File: src/logic/dff_pkg.sv
// package: fault flag bit positions, register selectors, timing counts
package dff_pkg;
    localparam int unsigned FLAG_W             = 16;
    // primary register bit positions
    localparam int unsigned P_DSP_SELF         = 15;
    localparam int unsigned P_NVM_CRC          = 14;
    localparam int unsigned P_DSP_MEM_CRC      = 13;
    localparam int unsigned P_TJ_RANGE         = 12;
    localparam int unsigned P_TSENS_PLAUS      = 11;
    localparam int unsigned P_PLATE_SUP_HIGH   = 10;
    localparam int unsigned P_HW_OVERTEMP      = 9;
    localparam int unsigned P_ADC_STUCK        = 7;
    localparam int unsigned P_DECIM_OVF        = 6;
    localparam int unsigned P_AMP_HIGH         = 5;
    localparam int unsigned P_AMP_LOW          = 4;
    localparam int unsigned P_POS_HIGH         = 3;
    localparam int unsigned P_POS_LOW          = 2;
    localparam int unsigned P_PLATE_CUR        = 1;
    // secondary register bit positions
    localparam int unsigned S_GPADC_A          = 14;
    localparam int unsigned S_GPADC_B          = 12;
    localparam int unsigned S_UNDERVOLT        = 11;
    localparam int unsigned S_OVERVOLT         = 10;
    localparam int unsigned S_AVDD_RANGE       = 9;
    localparam int unsigned S_DVDD_RANGE       = 8;
    localparam int unsigned S_UC_SELFTEST      = 7;
    localparam int unsigned S_UC_ROM_OP        = 6;
    localparam int unsigned S_UC_MEM_OP        = 5;
    localparam int unsigned S_ANALOG           = 1;
    // masks of defined bits; everything else reads zero
    localparam logic [15:0] PRI_DEFINED_MASK   = 16'hFEFE;
    localparam logic [15:0] SEC_DEFINED_MASK   = 16'h5F00;
    localparam logic [7:0]  SEC_RESET_MASK     = 8'hE2;
    localparam logic [15:0] FLAGS_RESET_VALUE  = 16'h0000;
    // register select on the read port
    localparam logic        SEL_PRIMARY        = 1'b0;
    localparam logic        SEL_SECONDARY      = 1'b1;
    // hardware overtemperature threshold, degrees C, signed 10-bit code
    localparam int          OVERTEMP_LIMIT_DEGC = 180;
    localparam logic signed [9:0] OVERTEMP_LIMIT = 10'sd180;
    // periodic self-test interval
    localparam int unsigned CLK_MHZ            = 200;
    localparam int unsigned SELFTEST_PERIOD_US = 10;
    localparam int unsigned SELFTEST_CYCLES    = SELFTEST_PERIOD_US * CLK_MHZ;
    localparam logic [15:0] SELFTEST_CYC_W     = 16'(SELFTEST_CYCLES);
    // reset pulse length for severe faults
    localparam logic [3:0]  RST_PULSE_CYC      = 4'h8;
    localparam int unsigned SUMMARY_ERR_BIT    = 0;
endpackage

File: src/logic/dff_flag_latch.sv
// sticky-per-test flag bank: flags hold the latest test result
`timescale 1ns/1ps
`default_nettype none
module dff_flag_latch
    import dff_pkg::*;
#(
    parameter int unsigned N = 16
) (
    input  wire logic         clk_sys_i,   // system clock
    input  wire logic         rst_b_i,     // async reset, active low
    input  wire logic         ce_i,        // clock enable
    input  wire logic         sample_i,    // capture strobe
    input  wire logic [N-1:0] cond_i,      // raw fault conditions
    input  wire logic [N-1:0] mask_i,      // defined bit positions
    output logic      [N-1:0] flags_o      // captured flags
);
    logic [N-1:0] flags_ff;

    genvar g;
    generate
        for (g = 0; g < N; g++) begin : g_bit
            // a flag takes its condition at each sample so it reads zero after the first sample without the fault
            always_ff @(posedge clk_sys_i or negedge rst_b_i) begin
                if (!rst_b_i) begin
                    flags_ff[g] <= 1'b0;
                end else if (ce_i && sample_i) begin
                    flags_ff[g] <= cond_i[g] & mask_i[g];
                end
            end
        end
    endgenerate

    assign flags_o = flags_ff;
endmodule
`default_nettype wire

File: src/logic/dff_overtemp.sv
// hardware overtemperature comparator, independent of the processor
`timescale 1ns/1ps
`default_nettype none
module dff_overtemp
    import dff_pkg::*;
(
    input  wire logic              clk_sys_i,  // system clock
    input  wire logic              rst_b_i,    // async reset, active low
    input  wire logic              ce_i,       // clock enable
    input  wire logic signed [9:0] tj_degc_i,  // junction temperature, degrees C
    output logic                   hot_o       // above limit, registered
);
    logic hot_ff;

    always_ff @(posedge clk_sys_i or negedge rst_b_i) begin
        if (!rst_b_i) begin
            hot_ff <= 1'b0;
        end else if (ce_i) begin
            hot_ff <= (tj_degc_i > OVERTEMP_LIMIT);
        end
    end

    assign hot_o = hot_ff;
endmodule
`default_nettype wire

File: src/logic/dff_diag_top.sv
// diagnostic fault flag block: two read-only fault registers and frame status
// What this block does
// - run self-tests at start-up and periodically during normal operation
// - on any readable fault, flag failure in status byte of every returned frame
// - both fault registers readable by host over the serial port
// - primary bit 15: signal processor redundancy or plausibility check failed
// - primary bit 14: parameter memory 16-bit checksum failed
// - primary bit 13: processor ROM and RAM checksum mismatch
// - primary bit 12 junction temperature range, bit 11 temp sensor plausibility
// - primary bit 9: hardware supervision, junction above 180 C
// - primary bit 10 plate supply too high, bit 1 plate current range
// - primary bit 7: any of three converter channels stuck
// - primary bit 6: decimation filter overflow or underflow
// - primary bit 5 amplitude above upper limit, bit 4 below lower
// - primary bits 3 and 2: position result above, below valid range
// - secondary bits 14 and 12: general purpose converter error
// - secondary bit 11 undervoltage, bit 10 overvoltage
// - secondary bit 9 analog supply range, bit 8 digital supply range
// - any low-byte secondary fault resets the device, never readable
// - secondary bits 7 controller test, 6 ROM opcode, 5 memory opcode, 1 analog
`timescale 1ns/1ps
`default_nettype none
module dff_diag_top
    import dff_pkg::*;
(
    input  wire logic              clk_sys_i,          // system clock, 200 MHz
    input  wire logic              rst_b_i,            // async reset, active low
    input  wire logic              ce_i,               // clock enable
    // processor and memory checks
    input  wire logic              dsp_self_fail_i,    // redundancy/plausibility fail
    input  wire logic              nvm_crc_fail_i,     // parameter checksum fail
    input  wire logic              dsp_mem_crc_fail_i, // ROM/RAM checksum fail
    // temperature
    input  wire logic              tj_range_fail_i,    // junction temp out of range
    input  wire logic              tsens_plaus_fail_i, // redundant sensor mismatch
    input  wire logic signed [9:0] tj_degc_i,          // junction temperature, C
    // hall plate and signal path
    input  wire logic              plate_sup_high_i,   // plate supply too high
    input  wire logic              plate_cur_fail_i,   // plate current out of range
    input  wire logic [2:0]        adc_stuck_i,        // per-channel stuck result
    input  wire logic              decim_ovf_i,        // decimation overflow
    input  wire logic              decim_unf_i,        // decimation underflow
    input  wire logic              field_amplitude_upper_limit_i, // above upper
    input  wire logic              field_amplitude_lower_limit_i, // below lower
    input  wire logic              pos_high_i,         // position above range
    input  wire logic              pos_low_i,          // position below range
    // supplies and converter
    input  wire logic              gpadc_err_i,        // general converter error
    input  wire logic              undervolt_i,        // supply undervoltage
    input  wire logic              overvolt_i,         // supply overvoltage
    input  wire logic              avdd_fail_i,        // analog supply out of range
    input  wire logic              dvdd_fail_i,        // digital supply out of range
    // severe faults
    input  wire logic              uc_selftest_fail_i, // controller self-test fail
    input  wire logic              uc_rom_op_fail_i,   // ROM opcode error
    input  wire logic              uc_mem_op_fail_i,   // memory opcode error
    input  wire logic              analog_fail_i,      // analog part error
    // register read port from the serial frame logic
    input  wire logic              rd_req_i,           // read strobe, one cycle
    input  wire logic              rd_sel_i,           // 0 primary, 1 secondary
    output logic [15:0]            rd_data_o,          // read data
    output logic                   rd_valid_o,         // read data valid pulse
    // frame status and device control
    output logic                   frame_fail_o,       // failure bit for status byte
    output logic [15:0]            fault_flags_primary_o,   // primary register
    output logic [15:0]            fault_flags_secondary_o, // secondary register
    output logic                   startup_done_o,     // start-up tests complete
    output logic                   dev_reset_o         // device reset request
);
    // ************************************************************
    // self-test sequencing
    // ************************************************************
    typedef enum logic [1:0] {
        ST_STARTUP = 2'b00,
        ST_RUN     = 2'b01,
        ST_SAMPLE  = 2'b10,
        ST_RESET   = 2'b11
    } dff_state_e;

    dff_state_e  state_ff;
    dff_state_e  nxt_state;
    logic [15:0] period_cnt_ff;
    logic [3:0]  rst_cnt_ff;
    logic        startup_done_ff;
    logic        severe;
    logic        sample;

    // state decodes shared by the period counter, the flags and the reset request
    function automatic logic is_sample(input dff_state_e st);
        return (st == ST_SAMPLE);
    endfunction

    function automatic logic is_reset(input dff_state_e st);
        return (st == ST_RESET);
    endfunction

    // severe faults bypass the sampling schedule so the reset is immediate
    assign severe = uc_selftest_fail_i | uc_rom_op_fail_i | uc_mem_op_fail_i
                  | analog_fail_i;

    always_comb begin
        nxt_state = state_ff;
        case (state_ff)
            ST_STARTUP: nxt_state = ST_SAMPLE;
            ST_RUN: begin
                if (period_cnt_ff == 16'h0000) begin
                    nxt_state = ST_SAMPLE;
                end
            end
            ST_SAMPLE: nxt_state = ST_RUN;
            ST_RESET: begin
                if (rst_cnt_ff == 4'h0 && !severe) begin
                    nxt_state = ST_STARTUP;
                end
            end
            default: nxt_state = ST_STARTUP;
        endcase
        if (severe) begin
            nxt_state = ST_RESET;
        end
    end

    always_ff @(posedge clk_sys_i or negedge rst_b_i) begin
        if (!rst_b_i) begin
            state_ff <= ST_STARTUP;
        end else if (ce_i) begin
            state_ff <= nxt_state;
        end
    end

    always_ff @(posedge clk_sys_i or negedge rst_b_i) begin
        if (!rst_b_i) begin
            period_cnt_ff <= 16'h0000;
        end else if (ce_i) begin
            if (is_sample(state_ff)) begin
                // two short: the sample cycle and the cycle at count zero complete the period
                period_cnt_ff <= SELFTEST_CYC_W - 16'h0002;
            end else if (period_cnt_ff != 16'h0000) begin
                period_cnt_ff <= period_cnt_ff - 16'h0001;
            end
        end
    end

    always_ff @(posedge clk_sys_i or negedge rst_b_i) begin
        if (!rst_b_i) begin
            rst_cnt_ff <= 4'h0;
        end else if (ce_i) begin
            if (severe) begin
                rst_cnt_ff <= RST_PULSE_CYC;
            end else if (rst_cnt_ff != 4'h0) begin
                rst_cnt_ff <= rst_cnt_ff - 4'h1;
            end
        end
    end

    always_ff @(posedge clk_sys_i or negedge rst_b_i) begin
        if (!rst_b_i) begin
            startup_done_ff <= 1'b0;
        end else if (ce_i) begin
            if (is_reset(nxt_state)) begin
                startup_done_ff <= 1'b0;
            end else if (is_sample(state_ff)) begin
                startup_done_ff <= 1'b1;
            end
        end
    end

    assign sample = is_sample(state_ff);

    // ************************************************************
    // fault condition vectors
    // ************************************************************
    logic        hot;
    logic [15:0] pri_cond;
    logic [15:0] sec_cond;
    logic [15:0] pri_flags;
    logic [15:0] sec_flags;

    dff_overtemp u_overtemp (
        .clk_sys_i (clk_sys_i),
        .rst_b_i   (rst_b_i),
        .ce_i      (ce_i),
        .tj_degc_i (tj_degc_i),
        .hot_o     (hot)
    );

    always_comb begin
        pri_cond = FLAGS_RESET_VALUE;
        pri_cond[P_DSP_SELF]       = dsp_self_fail_i;
        pri_cond[P_NVM_CRC]        = nvm_crc_fail_i;
        pri_cond[P_DSP_MEM_CRC]    = dsp_mem_crc_fail_i;
        pri_cond[P_TJ_RANGE]       = tj_range_fail_i;
        pri_cond[P_TSENS_PLAUS]    = tsens_plaus_fail_i;
        pri_cond[P_PLATE_SUP_HIGH] = plate_sup_high_i;
        pri_cond[P_HW_OVERTEMP]    = hot;
        pri_cond[P_ADC_STUCK]      = |adc_stuck_i;
        pri_cond[P_DECIM_OVF]      = decim_ovf_i | decim_unf_i;
        pri_cond[P_AMP_HIGH]       = field_amplitude_upper_limit_i;
        pri_cond[P_AMP_LOW]        = field_amplitude_lower_limit_i;
        pri_cond[P_POS_HIGH]       = pos_high_i;
        pri_cond[P_POS_LOW]        = pos_low_i;
        pri_cond[P_PLATE_CUR]      = plate_cur_fail_i;
    end

    // low byte stays zero: those faults reset the device before any read
    always_comb begin
        sec_cond = FLAGS_RESET_VALUE;
        sec_cond[S_GPADC_A]    = gpadc_err_i;
        sec_cond[S_GPADC_B]    = gpadc_err_i;
        sec_cond[S_UNDERVOLT]  = undervolt_i;
        sec_cond[S_OVERVOLT]   = overvolt_i;
        sec_cond[S_AVDD_RANGE] = avdd_fail_i;
        sec_cond[S_DVDD_RANGE] = dvdd_fail_i;
    end

    dff_flag_latch #(
        .N (FLAG_W)
    ) u_pri_latch (
        .clk_sys_i (clk_sys_i),
        .rst_b_i   (rst_b_i),
        .ce_i      (ce_i),
        .sample_i  (sample),
        .cond_i    (pri_cond),
        .mask_i    (PRI_DEFINED_MASK),
        .flags_o   (pri_flags)
    );

    dff_flag_latch #(
        .N (FLAG_W)
    ) u_sec_latch (
        .clk_sys_i (clk_sys_i),
        .rst_b_i   (rst_b_i),
        .ce_i      (ce_i),
        .sample_i  (sample),
        .cond_i    (sec_cond),
        .mask_i    (SEC_DEFINED_MASK),
        .flags_o   (sec_flags)
    );

    // ************************************************************
    // outputs and read port
    // ************************************************************
    logic [15:0] rd_data_ff;
    logic        rd_valid_ff;
    logic        frame_fail_ff;
    logic [15:0] pri_out_ff;
    logic [15:0] sec_out_ff;
    logic        dev_reset_ff;

    // register copies trail the latch by one cycle so each output is a flip-flop
    always_ff @(posedge clk_sys_i or negedge rst_b_i) begin
        if (!rst_b_i) begin
            pri_out_ff <= FLAGS_RESET_VALUE;
            sec_out_ff <= FLAGS_RESET_VALUE;
        end else if (ce_i) begin
            pri_out_ff <= pri_flags;
            sec_out_ff <= sec_flags;
        end
    end

    always_ff @(posedge clk_sys_i or negedge rst_b_i) begin
        if (!rst_b_i) begin
            rd_data_ff  <= FLAGS_RESET_VALUE;
            rd_valid_ff <= 1'b0;
        end else if (ce_i) begin
            // answer exactly one cycle after the strobe, back to back allowed
            rd_valid_ff <= rd_req_i;
            if (rd_req_i) begin
                rd_data_ff <= (rd_sel_i == SEL_SECONDARY) ? sec_flags : pri_flags;
            end
        end
    end

    // status failure bit is any readable flag set, refreshed every cycle
    always_ff @(posedge clk_sys_i or negedge rst_b_i) begin
        if (!rst_b_i) begin
            frame_fail_ff <= 1'b0;
        end else if (ce_i) begin
            frame_fail_ff <= (|pri_flags) | (|sec_flags);
        end
    end

    always_ff @(posedge clk_sys_i or negedge rst_b_i) begin
        if (!rst_b_i) begin
            dev_reset_ff <= 1'b0;
        end else if (ce_i) begin
            // taken from next state so the request rises the cycle after the fault
            dev_reset_ff <= is_reset(nxt_state);
        end
    end

    assign rd_data_o               = rd_data_ff;
    assign rd_valid_o              = rd_valid_ff;
    assign frame_fail_o            = frame_fail_ff;
    assign fault_flags_primary_o   = pri_out_ff;
    assign fault_flags_secondary_o = sec_out_ff;
    assign startup_done_o          = startup_done_ff;
    assign dev_reset_o             = dev_reset_ff;
endmodule
`default_nettype wire

File: config.mk
export PLATFORM = sky130hd
export DESIGN_NAME = dff_diag_top
export DESIGN_NICKNAME = d
export VERILOG_FILES = /design/src/logic/dff_pkg.sv /design/src/logic/dff_flag_latch.sv /design/src/logic/dff_overtemp.sv /design/src/logic/dff_diag_top.sv
export SDC_FILE = /design/constraint.sdc
export NUM_CORES = 1
export LEC_CHECK = 0
export ABC_AREA = 1
export BUFFER_PORTS_ARGS = -buffer_cell sky130_fd_sc_hd__buf_2
export CAP_MARGIN = 20
export CORE_ASPECT_RATIO = 0.7
export CORE_UTILIZATION = 40
export CTS_BUF_LIST = sky130_fd_sc_hd__clkbuf_2 sky130_fd_sc_hd__clkbuf_4 sky130_fd_sc_hd__clkbuf_8
export DETAILED_ROUTE_END_ITERATION = 6
export RECOVER_POWER = 100
export SYNTH_ARGS = -nofsm -noshare
export SYNTH_HDL_FRONTEND = slang
export SYNTH_HIERARCHICAL = 1
export SYNTH_SLANG_ARGS = --single-unit
File: constraint.sdc
create_clock -name clk_sys_i -period 2.6 [get_ports clk_sys_i]
set_input_delay 0.52 -clock clk_sys_i [delete_from_list [all_inputs] [get_ports clk_sys_i]]
set_output_delay 0.52 -clock clk_sys_i [all_outputs]
set_load 0.03 [all_outputs]
==> results of run 1 <==
## registers in the layout (all words and copies together), names as in the netlist
| register | flops |
|---|---|
| fault_flags_primary_o | 16 |
| u_pri_latch/flags_o | 16 |
| dev_reset_o | 1 |
| rd_valid_o | 1 |
| rd_data_o | 16 |
| state_ff | 2 |
| u_overtemp/hot_o | 1 |
| rst_cnt_ff | 4 |
| fault_flags_secondary_o | 16 |
| frame_fail_o | 1 |
| period_cnt_ff | 16 |
| startup_done_o | 1 |
| u_sec_latch/flags_o | 16 |
## routing by layer
layer	vias to the layer above	part of all wire (%)	track usage (%)
met3	11	4.8	4.04
met2	98	40	26.3
met1	1982	55	32.3
met4	0	0.99	5.07
li1	2201	-	-
met5	-	0	0
## critical path, delay by kind of cell (launching register included)
family | cells | cell delay (ps)
AO/OA/AOI/OAI | 2 | 780
AND/OR/NAND/NOR | 3 | 460
flip-flops | 1 | 390
adder cells (fa/ha/maj) | 1 | 200
buffers and inverters | 1 | 140
## where the power goes
part           internal [uW]  leakage (uW)  total (uW)  switching (uW)
clock                    560      0.000116        1180             621
sequential              2020       0.00139        2330             315
combinational            438       0.00147        1460            1030
total                   3020       0.00297        4980            1960
## final timing paths
check                      slack (ps)                        to
hold / removal                    370   u_pri_latch/flags_o[14]
hold reg to reg                   480  fault_flags_primary_o[3]
setup / recovery                  500         period_cnt_ff[13]
setup reg to reg                  500         period_cnt_ff[13]
min in group asynchronous         420              rd_data_o[4]
max in group asynchronous         920  fault_flags_primary_o[6]
## cells by family (layout without fill, tap and decap cells)
family | count (synthesis) | in the layout | share of synthesized area (%)
other | 2 | 44 | 0.147
adder cells (fa/ha/maj) | 3 | 3 | 0.734
AO/OA/AOI/OAI | 106 | 106 | 13.2
flip-flops | 107 | 107 | 52.3
AND/OR/NAND/NOR | 328 | 328 | 25.8
XOR/XNOR | 6 | 6 | 1.03
buffers and inverters | 78 | 171 | 6.85
## layout make-up
type,count,area (sq um),share of cell area [%]
clock buffer,9,124,2.10
tap,162,203,3.44
multi-input combinational,487,2130,36.2
inverter,57,214,3.63
timing repair buffer,98,437,7.41
sequential,107,2680,45.4
clock inverter,7,106,1.80
## stage by stage
| step | power (uW) | hold WS, ps | std cells |
|---|---|---|---|
| finish | 4980 | 365 | 927 |
| floorplan | 3420 | 224 | 672 |
| global route | 5320 | 335 | 927 |
| CTS | 5120 | 17.5 | 927 |
| detailed placement | 3930 | 445 | 911 |
| global placement | 3890 | 441 | 911 |
## cell usage in the layout, fill, tap and decap left out, types with 2 or more instances in the layout
cell / count
a21oi_1: 12
buf_2: 36
bufinv_16: 2
clkbuf_1: 57
clkbuf_2: 3
clkbuf_8: 9
clkinv_1: 2
clkinv_4: 2
conb_1: 44
dfrtp_1: 107
ha_1: 3
inv_1: 55
inv_6: 2
nand2_1: 230
nand2_2: 2
nand3_1: 27
nand4_1: 3
nor2_1: 58
o211ai_1: 7
o21ai_0: 80
o21ai_2: 4
or2_2: 3
xnor2_1: 2
xor2_1: 4
==> results.toml, run 1 <==
[outcome]
status = "completed"

[cts]
cts_buffers = 9
clock_latency_ps = 380
cts_buffer_depth = 2
hold_buffers = 0
root_buffer = "clkbuf_8"
cts_setup_buffers = 0
cts_tree = "built"
clock-sinks = 107
clkTransAtPathRegs_ps = 110
h-tree-depth = 3
postCtsResizedCells = 0

[timing]
period_share_pct = 80.9
maxSlewViolCount = 0
period_minus_slack_ps = 2100
fin_tns_setup_ps = 0
fmax_mhz = 475
finalSetupViolCount = 0
hold_viol_final = 0
rsz0062_at_grt = "false"
relSlewSlack_pct = 9.94
finClkSkew_ps = 8.73
tightest_slew_ps = 1350
setup_slack_ps = 495

[final_layout]
area_growth_pct = 15.2
drive_above_1_share_pct = 8.89
final_area_sq_um = 5900
num-fill-cells = 1321
nets = 803
post-route-util_pct = 47.3
antenna_cells = 0

[worst_hold_path]
hold_start = "nvm_crc_fail_i"
hp-class = "in2reg"
whs_path_depth = 3

[place]
dp_slack_ps = 654
place_congestion = 0.817
placed_cell_area_sq_um = 5860
hpwl_um = 9000
io_buffers = 91

[yosys]
synth_ff_type = "dfrtp_1"
syn-instance-count = 630
synth_area_leaders = "dfrtp_1 52%, nand2_1 17%, o21ai_0 5.0%, o21ai_2 5.0%, nor2_1 4.2%"
ys_warn_count = 6
synth_common_cells = "228 x nand2_1, 107 x dfrtp_1, 57 x nor2_1"
syn-mean-instance-area_sq_um = 8.12
seq_area_frac_synth_pct = 52.3
synth_top_area_cell = "dfrtp_1"
async_flop_share_pct = 100
synth_edf_count = 0
synth.distinct_cells = 32
yosysMostFrequentCell = "nand2_1"
yosys_register_bits = 107
synth_top_area_share_pct = 52.3
netlist_area_sq_um = 5120

[critical_path]
crit_type = "reg2reg"
crit_arrival_ps = 2350
slowest_stage = "o21ai_2"
path_cells = "inv_1 -> ha_1 -> nand2_1 -> nor2_1 -> nand2_2 -> o21ai_2 -> o21ai_0"
worstPathRequired_ps = 2840
worst-r2r-cell-count = 7
start_kind = "flip-flop"
cp_max_fo = 18
r2r_start = "period_cnt_ff[0]"
critical-path-max-stage-delay_ps = 580
setup.worst_path.start = "period_cnt_ff[0]"
end_kind = "flip-flop"

[power]
power.leakage_uw = 0.00297
irDropWorstVdd_uv = 379
powerDensity_nw_per_um2 = 844

[global_routing]
grt-ovfl-total = 0
track_usage_pct = 19.9
antenna_found_initial = 0
grt_max_degree = 49
grt_pass1_wl_um = 20100
first_global_vias = 3844

[floorplanning]
rows = 34
io_pins = 92
core-area_sq_um = 12500
die_x_um = 137
die_area_sq_um = 13300
start_util_pct = 41.1
fp.dieH_um = 96.6

[drt]
avgViaCountPerCell = 4.63
vias = 4292
wirelength_um = 12300
drt_iter0_drc = 213
postRouteAntennaNets = 0
drc = 0
wl_per_cell_um = 13.3
first_pass_iters = 4

[flow_run]
drv_cap = 0
No activity file was read; power rests on OpenSTA's default activity.
==> run 2: changes to the inputs <==
- clock period: 2.6 -> 1.9 ns (I/O delays scaled with it)
==> run 2 against run 1 <==
Effect of this change:
- critical path depth grew 1
- worst hold slack worse by 130 ps
- core utilization grew 0.43 points
- sequential share of layout area shrank 0.41 points
- clock-buffer cell count unchanged
- largest power group unchanged
- highest routed layer unchanged
==> results.toml, run 2 (synthesized netlist as in run 1, its figures left out) <==
[drt]
postRouteAntennaNets = 0
wirelength_um = 12000
drc = 0
vias = 4290
first_pass_iters = 5
wl_per_cell_um = 12.9
avgViaCountPerCell = 4.60
drt_iter0_drc = 271

[place]
io_buffers = 91
place_congestion = 0.844
hpwl_um = 8850
placedCellCount = 915

[final_layout]
area_growth_pct = 16.3
final_common_cell = "nand2_1"
drive_above_1_share_pct = 10.5
mostFrequentLayoutCells = "228 x nand2_1, 107 x dfrtp_1, 74 x o21ai_0"
antenna_cells = 0
nets = 809
layoutNonFillerInstCount = 933
num-fill-cells = 1295

[power]
seqPwrFrac_pct = 47.6
power_switching_uw = 2680
irDropWorstVdd_uv = 524
power.leakage_uw = 0.00299
clockPowerShare_pct = 22.1
power.share.switching_pct = 40.0
p_int_uw = 4010
power_frac_comb_pct = 30.3
powerDensity_nw_per_um2 = 1120

[cts]
clock_latency_ps = 380
clkTransAtPathRegs_ps = 100
cts_buffer_depth = 2
cts_buffers = 9
h-tree-depth = 3
cts_tree = "built"
clock-sinks = 107
root_buffer = "clkbuf_8"

[floorplanning]
core-area_sq_um = 12500
io_pins = 92
start_util_pct = 41.1
fp.dieH_um = 96.6
rows = 34
die_area_sq_um = 13300
die_x_um = 137

[critical_path]
crit_buf_inv = 2
critical-path-top-delay-family = "flip-flops"
crit_type = "reg2reg"
crit_arrival_ps = 1940
slowest_stage = "dfrtp_1"
end_kind = "flip-flop"
path_cells = "inv_1 -> ha_1 -> nand2_2 -> nor2_1 -> nand2_1 -> o21ai_4 -> buf_12 -> o21ai_0"
critical-path-max-stage-delay_ps = 390
cp_max_fo = 18
start_kind = "flip-flop"
worstPathRequired_ps = 2160

[outcome]
status = "completed"

[global_routing]
grt_pass1_wl_um = 20000
first_global_vias = 3962
grt-ovfl-total = 0
track_usage_pct = 19.6
grt_max_degree = 42
antenna_found_initial = 0

[flow_run]
drv_cap = 0

[timing]
finalSetupViolCount = 0
period_minus_slack_ps = 1680
hold_viol_final = 0
fin_hold_ws_ps = 234
period_share_pct = 88.3
finClkSkew_ps = 9.28
fmax_mhz = 596
rsz0062_at_grt = "false"
relSlewSlack_pct = 47.3
tightest_slew_ps = 791
fin_tns_setup_ps = 0
maxSlewViolCount = 0

[worst_hold_path]
hp-class = "in2reg"
run 2: cell count changes in the layout (fill, tap and decap cells not counted), sizes merged:
| cell | before | now |
|---|---|---|
| buf | 38 | 43 |
| bufinv | 2 | 1 |
| dlygate4sd3 | 0 | 1 |
| clkinvlp | 0 | 1 |
run 2: metrics by stage:
step                area [sq um]  utilization [%]  worst slack [ps]  total power, uW
floorplan                   5280                -               382             4680
global placement            5910             47.4               190             5320
detailed placement          5910             47.4               119             5370
CTS                         6120             49.1               107             6860
global route                5950             47.7              78.9             7170
finish                      5950             47.7               222             6690
run 2: repair_timing:
item,CTS,global route
buffers inserted,0,1
hold buffers,1,0
endpoints found under the hold margin,25,0
endpoints found under the setup margin,0,8
gates resized for setup,0,1
run 2: worst min-delay path: stages:
cell	delay, ps
buf_2	90
nand2_1	50
o21ai_0	60
run 2: final timing paths:
path	startpoint	end	slack, ps	cells after the start
setup / recovery	period_cnt_ff[0]	period_cnt_ff[13]	220	8
setup reg to reg	period_cnt_ff[0]	period_cnt_ff[13]	220	8
hold reg to reg	fault_flags_primary_o[15]	fault_flags_primary_o[15]	480	2
min in group asynchronous	rst_b_i	u_sec_latch/flags_o[7]	610	2
hold / removal	pos_low_i	u_pri_latch/flags_o[2]	230	3
max in group asynchronous	rst_b_i	fault_flags_secondary_o[10]	360	3
run 2: layer usage:
layer | GRT usage (%) | routed length (um) | part of all wire [%] | up-vias
met2 | 26.2 | 4720 | 39 | 117
li1 | - | - | - | 2229
met3 | 3.88 | 739 | 6.2 | 12
met1 | 31.4 | 6420 | 53 | 1932
met5 | 0 | 0 | 0 | -
met4 | 5.24 | 138 | 1.1 | 0
run 2: area by class of cell:
class	instances	area (sq um)	share of cell area, %
Multi-Input combinational cell	487	2160	36.3
Timing Repair Buffer	104	490	8.24
Clock inverter	7	83.8	1.41
Sequential cell	107	2680	45.0
Tap cell	162	203	3.41
Clock buffer	9	124	2.08
Inverter	57	214	3.60
run 2: power by group through the flow:
stage	clock [uW]	sequential, uW	combinational (uW)
after global routing	1610	3260	2300
after floorplan	0	3530	1150
after CTS	1530	3180	2160
final	1480	3190	2020
after detailed placement	0	3220	2150
after global placement	0	3210	2120
==> run 3: changes to the inputs <==
- CORE_UTILIZATION: 40 -> 53
- PLACE_DENSITY: not set -> 0.79
==> run 3 against run 2 <==
Effect of this change:
- total power up 1.7%
- combinational power about the same
- setup slack got worse by 77 ps
- sequential power about the same
- clock-buffer cell count rose by 2
- critical path depth up 1
- die area shrank 24%
- cell count is 4.2% lower
==> results.toml, run 3 (synthesized netlist as in run 1, its figures left out) <==
[timing]
fmax_mhz = 570
finalSetupViolCount = 0
rsz0062_at_grt = "false"
finClkSkew_ps = 11.1
hold_viol_final = 0
period_share_pct = 92.4
tightest_slew_ps = 696
fin_tns_setup_ps = 0
maxSlewViolCount = 0
fin_hold_ws_ps = 241
period_minus_slack_ps = 1750
relSlewSlack_pct = 53.6

[global_routing]
first_global_vias = 4091
antenna_found_initial = 0
grt_max_degree = 58
grt-ovfl-total = 0
grt_pass1_wl_um = 20100
track_usage_pct = 25.9

[critical_path]
crit_arrival_ps = 2070
critical-path-max-stage-delay_ps = 410
worst-r2r-cell-count = 9
crit_top_cell = "nand2_1"
slowest_stage = "dfrtp_1"
cp_max_fo = 18
crit_cells = 9
crit_buf_inv = 2
r2r_end = "period_cnt_ff[5]"
r2r_setup_slack_ps = 150
path_cells = "inv_1 -> ha_1 -> nand2_2 -> nor2_1 -> nand2_1 -> o21ai_4 -> buf_12 -> nand2_1 -> nand2_1"
end_kind = "flip-flop"
crit_type = "reg2reg"
worstPathRequired_ps = 2220
critical-path-top-delay-family = "simple AND/OR/NAND/NOR gates"
r2r_start = "period_cnt_ff[0]"
start_kind = "flip-flop"

[power]
irDropWorstVdd_uv = 516
power.leakage_uw = 0.00301
powerDensity_nw_per_um2 = 1150

[final_layout]
drive_above_1_share_pct = 9.74
area_growth_pct = 15.9
antenna_cells = 0
mostFrequentLayoutCells = "230 x nand2_1, 107 x dfrtp_1, 73 x o21ai_0"
nets = 809
final_common_cell = "nand2_1"

[worst_hold_path]
hold_start = "nvm_crc_fail_i"
hold_end = "u_pri_latch/flags_o[14]"
hp-class = "in2reg"
whs_path_depth = 3

[drt]
avgViaCountPerCell = 4.92
postRouteAntennaNets = 0
wl_per_cell_um = 13.3
first_pass_iters = 5
vias = 4395
wirelength_um = 11900
drt_iter0_drc = 363
drc = 0

[floorplanning]
die_x_um = 119
io_pins = 92
rows = 29
fp.dieH_um = 84.2
die_area_sq_um = 10100
core-area_sq_um = 9220
start_util_pct = 55.5

[place]
io_buffers = 91
place_congestion = 0.861
hpwl_um = 8770

[cts]
clock-sinks = 107
cts_buffer_depth = 2
cts_buffers = 9
clkTransAtPathRegs_ps = 90
cts_tree = "built"
root_buffer = "clkbuf_8"
h-tree-depth = 3
clock_latency_ps = 380

[flow_run]
drv_cap = 0

[outcome]
status = "completed"
run 3: cell types whose count changed in the layout (fill, tap and decap cells not counted), moves of 2 or more:
cell | previous run | this run
clkbuf_1 | 56 | 58
clkbuf_8 | 9 | 11
nand2_1 | 228 | 230
inv_6 | 2 | 0
o21ai_1 | 1 | 3
buf_4 | 2 | 0
nand2_2 | 4 | 2
run 3: through the flow:
step / utilization [%] / cell area [sq um] / total power [uW] / setup WS (ps) / std cells
2_1_floorplan: - / 5280 / 4680 / 382 / 672
3_3_place_gp: 63.7 / 5870 / 5290 / 193 / 877
3_5_place_dp: 63.7 / 5870 / 5380 / 97.6 / 877
4_1_cts: 66.3 / 6110 / 6960 / 90.9 / 893
5_1_grt: 64.4 / 5930 / 7250 / 15.1 / 894
6_report: 64.4 / 5930 / 6800 / 145 / 894
run 3: worst max-delay path by stage:
stage | startpoint | end | slack [ps]
after floorplan | period_cnt_ff[0] | period_cnt_ff[12] | 380
after global placement | period_cnt_ff[0] | period_cnt_ff[15] | 190
after detailed placement | period_cnt_ff[0] | period_cnt_ff[15] | 100
after CTS | period_cnt_ff[0] | period_cnt_ff[5] | 90
after global routing | period_cnt_ff[0] | period_cnt_ff[4] | 20
final | period_cnt_ff[0] | period_cnt_ff[5] | 150
run 3: layer usage:
layer,track usage [%],vias up,share of wire [%]
met4,6.59,0,1.1
li1,-,2220,-
met3,6.45,10,6.3
met2,36.9,137,42
met5,0,-,0
met1,39.6,2028,50
run 3: power breakdown:
part | total (uW) | switching [uW] | internal (uW)
logic | 2050 | 1430 | 621
clock network | 1560 | 750 | 807
registers | 3200 | 433 | 2760
run 3: final cells by class:
type	count	area, sq um
fillers	879	3280
repair buffers	104	504
well taps	124	155
multi-input cells	487	2160
inverters	57	214
flip-flops and latches	107	2680
clock buffers	11	151
clock inverters	4	73.8
run 3: timing repair:
| item | CTS | global route |
|---|---|---|
| gates resized for setup | 0 | 1 |
| endpoints found under the setup margin | 0 | 14 |
| buffers inserted | 0 | 1 |
| hold buffers | 1 | 0 |
| endpoints found under the hold margin | 24 | 0 |
run 3: worst register-to-register path: stages, from the launching register on:
cell	delay [ps]
dfrtp_1	410
inv_1	150
ha_1	220
nand2_2	110
nor2_1	160
nand2_1	140
o21ai_4	200
buf_12	160
nand2_1	70
nand2_1	80
